$ cat src/core/asr_map.svh
// Timing counts and widths for the asynchronous SRAM host controller
`ifndef ASR_MAP_SVH
`define ASR_MAP_SVH
`define ASR_ADDR_W 17
`define ASR_DATA_W 8
`define ASR_CLK_PS 8000
// Fastest-grade figures in picoseconds
`define ASR_T_RC_PS 10000
`define ASR_T_WC_PS 10000
`define ASR_T_AA_PS 10000
`define ASR_T_WP_PS 7000
`define ASR_T_DSETUP_PS 5000
`define ASR_T_CHZ_PS 5000
`define ASR_T_OW_PS 3000
// Cycle counts: least times round up
`define ASR_CYC(ps) ((((ps) + `ASR_CLK_PS - 1) / `ASR_CLK_PS) < 1 ? 1 : \
  (((ps) + `ASR_CLK_PS - 1) / `ASR_CLK_PS))
`define ASR_RD_CYC `ASR_CYC(`ASR_T_AA_PS)
`define ASR_WP_CYC `ASR_CYC(`ASR_T_WP_PS)
`define ASR_DSETUP_CYC `ASR_CYC(`ASR_T_DSETUP_PS)
`define ASR_REC_CYC `ASR_CYC(`ASR_T_CHZ_PS)
`define ASR_CNT_W 4
`endif

$ cat src/core/asr_pkg.sv
// Types for the asynchronous SRAM host controller
package asr_pkg;
  typedef enum logic [2:0] {
    ASR_IDLE = 3'b000,
    ASR_READ = 3'b001,
    ASR_WSET = 3'b010,
    ASR_WPUL = 3'b011,
    ASR_REC = 3'b100
  } asr_state_t;
endpackage

$ cat src/core/asr_host.sv
// Host controller driving a 128K x 8 asynchronous static RAM
`timescale 1ns/1ps
`include "asr_map.svh"
// Summary of operation
// - No clock reaches the memory; only control levels steer it.
// - Address and select valid at least 7 ns before write end.
// - Data set up 5 ns before write end; strobe low 7 ns.
// - With enable low, strobe pulse covers turn-off plus data set-up.
// - With enable high only the plain write pulse is needed.
// - Host never drives data while memory still drives the bus.
// - Select stays low for the whole chip-select-to-end interval.
// - Address valid no later than select falling for reads.
module asr_host (
  // Clock and reset
  input wire logic ref_clk,
  input wire logic srst,
  // User request side
  input wire logic reqValid,
  input wire logic reqWrite,
  input wire logic [`ASR_ADDR_W-1:0] reqAddr,
  input wire logic [`ASR_DATA_W-1:0] reqWdata,
  output logic reqReady,
  output logic rdValid,
  output logic [`ASR_DATA_W-1:0] rdData,
  // Memory pins
  output logic [`ASR_ADDR_W-1:0] memAddr,
  output logic memCsN,
  output logic memOeN,
  output logic memWeN,
  input wire logic [`ASR_DATA_W-1:0] memDataIn,
  output logic [`ASR_DATA_W-1:0] memDataOut,
  output logic memDataOeN
);
  localparam logic [`ASR_CNT_W-1:0] RdCyc = `ASR_CNT_W'(`ASR_RD_CYC);
  localparam logic [`ASR_CNT_W-1:0] WpCyc = `ASR_CNT_W'(`ASR_WP_CYC);
  localparam logic [`ASR_CNT_W-1:0] RecCyc = `ASR_CNT_W'(`ASR_REC_CYC);

  asr_pkg::asr_state_t state_r;
  logic [`ASR_CNT_W-1:0] cnt_r;
  logic [`ASR_DATA_W-1:0] dinMeta_r;
  logic [`ASR_DATA_W-1:0] dinSync_r;
  logic wasRead_r;

  // ----------------------------------------------------------
  // Read data synchroniser
  // ----------------------------------------------------------
  // Pins are asynchronous to ref_clk, so two stages before sampling
  always_ff @(posedge ref_clk)
  begin
    dinMeta_r <= memDataIn;
    dinSync_r <= dinMeta_r;
  end

  // ----------------------------------------------------------
  // Sequencer
  // ----------------------------------------------------------
  // The read is held one cycle past access time plus two sync stages;
  // slower than the pin allows, but data is always settled when taken
  always_ff @(posedge ref_clk)
  begin
    if (srst)
    begin
      state_r <= asr_pkg::ASR_IDLE;
      cnt_r <= '0;
      wasRead_r <= 1'b0;
    end
    else
    begin
      case (state_r)
        asr_pkg::ASR_IDLE:
        begin
          if (reqValid)
          begin
            cnt_r <= '0;
            wasRead_r <= !reqWrite;
            state_r <= reqWrite ? asr_pkg::ASR_WSET : asr_pkg::ASR_READ;
          end
        end
        asr_pkg::ASR_READ:
        begin
          // Access time plus two synchroniser stages
          if (cnt_r == RdCyc + `ASR_CNT_W'(2))
          begin
            cnt_r <= '0;
            state_r <= asr_pkg::ASR_REC;
          end
          else
            cnt_r <= cnt_r + `ASR_CNT_W'(1);
        end
        asr_pkg::ASR_WSET:
          state_r <= asr_pkg::ASR_WPUL;
        asr_pkg::ASR_WPUL:
        begin
          // Strobe low for the write pulse; data already set up
          if (cnt_r == WpCyc - `ASR_CNT_W'(1))
          begin
            cnt_r <= '0;
            state_r <= asr_pkg::ASR_REC;
          end
          else
            cnt_r <= cnt_r + `ASR_CNT_W'(1);
        end
        asr_pkg::ASR_REC:
        begin
          // Idle gap lets the memory float the bus before reuse
          if (cnt_r == RecCyc - `ASR_CNT_W'(1))
          begin
            cnt_r <= '0;
            state_r <= asr_pkg::ASR_IDLE;
          end
          else
            cnt_r <= cnt_r + `ASR_CNT_W'(1);
        end
        default:
          state_r <= asr_pkg::ASR_IDLE;
      endcase
    end
  end

  // ----------------------------------------------------------
  // Memory pins
  // ----------------------------------------------------------
  // Plain levels only; the memory never sees ref_clk itself
  always_ff @(posedge ref_clk)
  begin
    if (srst)
    begin
      memAddr <= '0;
      memCsN <= 1'b1;
      memOeN <= 1'b1;
      memWeN <= 1'b1;
      memDataOut <= '0;
      memDataOeN <= 1'b1;
    end
    else
    begin
      case (state_r)
        asr_pkg::ASR_IDLE:
        begin
          if (reqValid)
          begin
            // Address goes out with select, never after it
            memAddr <= reqAddr;
            memCsN <= 1'b0;
            // Enable only for reads; writes keep it high
            memOeN <= reqWrite;
            memDataOut <= reqWdata;
            // Host drives data only with enable high, so no fight
            memDataOeN <= !reqWrite;
          end
        end
        asr_pkg::ASR_WSET:
          memWeN <= 1'b0;
        asr_pkg::ASR_WPUL:
        begin
          if (cnt_r == WpCyc - `ASR_CNT_W'(1))
          begin
            // Strobe and select rise together; address held throughout
            memWeN <= 1'b1;
            memCsN <= 1'b1;
          end
        end
        asr_pkg::ASR_READ:
        begin
          if (cnt_r == RdCyc + `ASR_CNT_W'(2))
          begin
            memCsN <= 1'b1;
            memOeN <= 1'b1;
          end
        end
        asr_pkg::ASR_REC:
          // Data held one cycle after write end: zero hold met
          memDataOeN <= 1'b1;
        default:
        begin
          memCsN <= 1'b1;
          memOeN <= 1'b1;
          memWeN <= 1'b1;
          memDataOeN <= 1'b1;
        end
      endcase
    end
  end

  // ----------------------------------------------------------
  // User answers
  // ----------------------------------------------------------
  always_ff @(posedge ref_clk)
  begin
    if (srst)
    begin
      reqReady <= 1'b0;
      rdValid <= 1'b0;
      rdData <= '0;
    end
    else
    begin
      reqReady <= (state_r == asr_pkg::ASR_REC) &&
        (cnt_r == RecCyc - `ASR_CNT_W'(1)) ||
        (state_r == asr_pkg::ASR_IDLE && !reqValid);
      rdValid <= 1'b0;
      if (state_r == asr_pkg::ASR_READ && wasRead_r &&
          cnt_r == RdCyc + `ASR_CNT_W'(2))
      begin
        rdValid <= 1'b1;
        rdData <= dinSync_r;
      end
    end
  end
endmodule

$ cat config.mk
export PLATFORM = sky130hd
export DESIGN_NAME = asr_host
export DESIGN_NICKNAME = d
export VERILOG_FILES = /design/src/core/asr_pkg.sv /design/src/core/asr_host.sv
export VERILOG_INCLUDE_DIRS = /design/src /design/src/core
export SDC_FILE = /design/constraint.sdc
export NUM_CORES = 1
export LEC_CHECK = 0
export BUFFER_PORTS_ARGS = -buffer_cell sky130_fd_sc_hd__buf_2
export CAP_MARGIN = 20
export CORE_MARGIN = 5
export CORE_UTILIZATION = 44
export CTS_CLUSTER_SIZE = 30
export DETAILED_ROUTE_END_ITERATION = 6
export GPL_ROUTABILITY_DRIVEN = 0
export PLACE_DENSITY = 0.82
export SKIP_CTS_REPAIR_TIMING = 1
export SYNTH_ARGS = -nofsm -noshare
export SYNTH_HDL_FRONTEND = slang
export SYNTH_SLANG_ARGS = --single-unit
$ cat constraint.sdc
create_clock -name ref_clk -period 1.5 [get_ports ref_clk]
set_input_delay 0.45 -clock ref_clk [delete_from_list [all_inputs] [get_ports ref_clk]]
set_output_delay 0.45 -clock ref_clk [all_outputs]
set_load 0.03 [all_outputs]
==> summary.txt <==
Logic synthesis
  • Post-synthesis async set-or-reset flop share: 0%
  • Yosys warnings: 0
  • Post-synthesis sequential area ratio: roughly 55%
  • Cell area after synthesis: about 0.0023 mm²
  • Top cells by area, synth: dfxtp_1, nand2_1, a21oi_1
  • Synth top area share: a little under three fifths
  • Most frequent cell after synthesis: dfxtp_1
  • Cells after Synth: roughly 250
  • Area leader, netlist: dfxtp_1
  • Syn nets: about 290
  • Synth Flop Type: dfxtp_1
  • Yosys cell types: 40
  • Synthesized area per cell: around 9.2 µm²
  • Synth top cells by count: dfxtp_1, nand2_1, a21oi_1
  • Synthesis-stage register bit count: 63
  • Post-synth EDFFs: 0

Place
  • Dpl cells: ~400
  • Post-DP HPWL: slightly below 4000 µm
  • Post-Place Worst Slack: -0.287 ns
  • Buffers on Ports: 75

Route
  • DR iter-0 viols: about 120
  • Residual DRC count: 0
  • Vias per cell: between 4 and 5
  • DRT Pass-1 Iters: 4
  • Final ANT Viol Nets: 0
  • Drt wl/cell: about 13 µm
  • Via count: just over 2000
  • Routed WL: 5610 µm

Setup path
  • Worst R2R End: state_r[1]$_SDFFE_PP0P_
  • Slowest CP cell: or3b_4
  • Critical Path Sink Type: flip-flop
  • Setup crit start: cnt_r[0]$_SDFFE_PP0P_
  • Cell breakdown of the critical path: inv_2 > ha_4 > or3b_4 > a31o_4 > o311a_1
  • CP max FO: 5
  • Crit-path max cell delay: about 0.38 ns
  • Required time worst endpoint: approximately 1.7 ns
  • Setup CP Type: flip-flop to flip-flop
  • FF-to-FF Start: cnt_r[0]$_SDFFE_PP0P_
  • R2r setup slk: -0.10 ns
  • Worst-case reg-to-reg path depth: 5
  • Critical Path Source Type: flip-flop
  • WP data arrival: roughly 1.8 ns

Hold path
  • Worst Hold Launch: memDataIn[0]
  • Hold endpoint: dinMeta_r[0]$_DFF_P_
  • Hold Path Cell Cnt: 1
  • HP Class: input port to flip-flop

Status
  • Failing checks: negative setup slack
  • Run status: finished, violations left

Die
  • Die width: roughly 80 µm
  • Starting Density: about 45%
  • Num rows: 26
  • DIE AREA: 0.00672 mm²
  • Die Y: between 80 and 90 µm
  • Area of the core: 0.00507 mm²
  • IO Count: between 70 and 80

GRT
  • First-pass GRT wire length: just under 9000 µm
  • GR Util All Layers: 17.3%
  • Vias in the first global route: around 2000
  • Initial antenna violation count: 0
  • GRT overflow: 0
  • Largest net degree at the start of global routing: 24

Clocking
  • H-tree depth: 3
  • CTS buffer count: 9
  • Clock sink total: 63
  • CTS Buffer Depth: 2
  • CTS tree: done
  • Clock latency on the worst-skew pair: ~0.34 ns
  • Clk root buf: clkbuf_8
  • CTS clock-pin slew for the worst setup and hold paths: 0.07 ns

STA
  • Setup Skew: between 0.007 and 0.008 ns
  • Endpoints failing hold: 0
  • Fin worst setup slack: -0.102 ns
  • Fin. max-slew vios: 0
  • Achievable Freq: between 600 and 700 MHz
  • Worst Max-Slew Pin Slew: 0.338 ns
  • RSZ-0062 raised after global routing: true
  • Final setup vio count: 31
  • Crit share post-route: 107%
  • Relative slew slack: around 77%
  • Fin crit period: 1.60 ns

Final layout
  • Sequential cell area: between 0.001 and 0.0015 mm²
  • Fin cells: between 400 and 500
  • Post-layout nets: 384
  • Area Growth Syn to Fin: 40.8%
  • Share of cells above drive strength 1: around 41%
  • FILL cells: about 450
  • Antenna Cells: 0
  • Core Util, Final: 63.3%
  • Multi-input logic area: 0.00100 mm²

Power and ir drop
  • VDD IR-drop max: around 970 µV
  • Leakage: around 1.4 nW
  • Power density over the cells: 1720 mW/mm²

Job
  • Max-Cap Viols: 0
state kept, by name, indices dropped and copies added (netlist names):
signal and flops:
dinMeta_r 8, reqReady 1, memOeN 1, rdValid 1
dinSync_r 8, memWeN 1, cnt_r 4, memAddr 17
memCsN 1, rdData 8, wasRead_r 1, memDataOut 8
state_r 3, memDataOeN 1
final cells by class:
cell class	count	share of cell area [%]
sequential	63	39.4
multi-input combinational	165	31.3
timing repair buffer	101	19.6
clock buffer	10	4.29
tap	70	2.73
clock inverter	6	2.14
inverter	5	0.585
where the power goes:
part / switching, W / internal [W]
combinational: 0.00112 / 0.000855
clock: 0.000663 / 0.000820
sequential: 0.000140 / 0.00191
critical path, delay by kind of cell (launching register included):
family,cells,cell delay [ns]
buffers and inverters,1,0.07
AND/OR/NAND/NOR,1,0.38
flip-flops,1,0.32
AO/OA/AOI/OAI,2,0.58
adder cells (fa/ha/maj),1,0.14
cells by family (layout without fill, tap and decap cells):
| group | after synthesis | after routing | share of synthesized area [%] |
|---|---|---|---|
| AOI/OAI and AO/OA | 57 | 57 | 14.9 |
| xor gates and xnor gates | 1 | 1 | 0.384 |
| adders and majority gates | 2 | 2 | 1.10 |
| buffers and inverters | 21 | 122 | 5.21 |
| DFF | 63 | 63 | 55.3 |
| muxes | 9 | 9 | 3.95 |
| and+or+nand+nor | 96 | 96 | 19.2 |
cell usage in the layout (no fill, tap or decap), drive strengths merged, types with 2 or more instances in the layout:
master,n
a31o,2
buf,100
nand2,54
mux2i,9
nor3,2
o211ai,2
o21ai,5
inv,6
clkbuf,11
dfxtp,63
ha,2
nor2,19
nor2b,5
clkinv,3
a211oi,5
or2,2
a31oi,2
nand3,4
or3b,2
a21oi,33
worst max path at each step:
| stage | to | cells after the start |
|---|---|---|
| floorplan | memAddr[0]$_SDFFE_PP0P_ | 6 |
| global placement | rdData[7]$_SDFFE_PP0P_ | 7 |
| detailed placement | rdData[2]$_SDFFE_PP0P_ | 7 |
| CTS | rdData[2]$_SDFFE_PP0P_ | 7 |
| global route | rdData[2]$_SDFFE_PP0P_ | 7 |
| finish | state_r[1]$_SDFFE_PP0P_ | 5 |
per-layer routing:
| layer | wire length (µm) | track usage [%] | vias up |
|---|---|---|---|
| li1 | - | - | 1034 |
| met5 | 0 | 0 | - |
| met2 | 2840 | 29.0 | 73 |
| met4 | 98 | 10.3 | 0 |
| met3 | 474 | 6.03 | 12 |
| met1 | 2200 | 18.7 | 955 |
through the flow:
stage          cell area [µm²]  setup TNS, ns  total power [W]  hold slack, ns
2_1_floorplan             2300          -1.27          0.00333           0.310
3_3_place_gp              2880          -5.50          0.00391           0.310
3_5_place_dp              2880          -6.69          0.00397           0.314
4_1_cts                   3090          -3.16          0.00548           0.190
5_1_grt                   3210          -3.54          0.00587           0.191
6_report                  3210         -0.929          0.00551           0.207
Note: power is estimated with default switching activity, not from simulation.
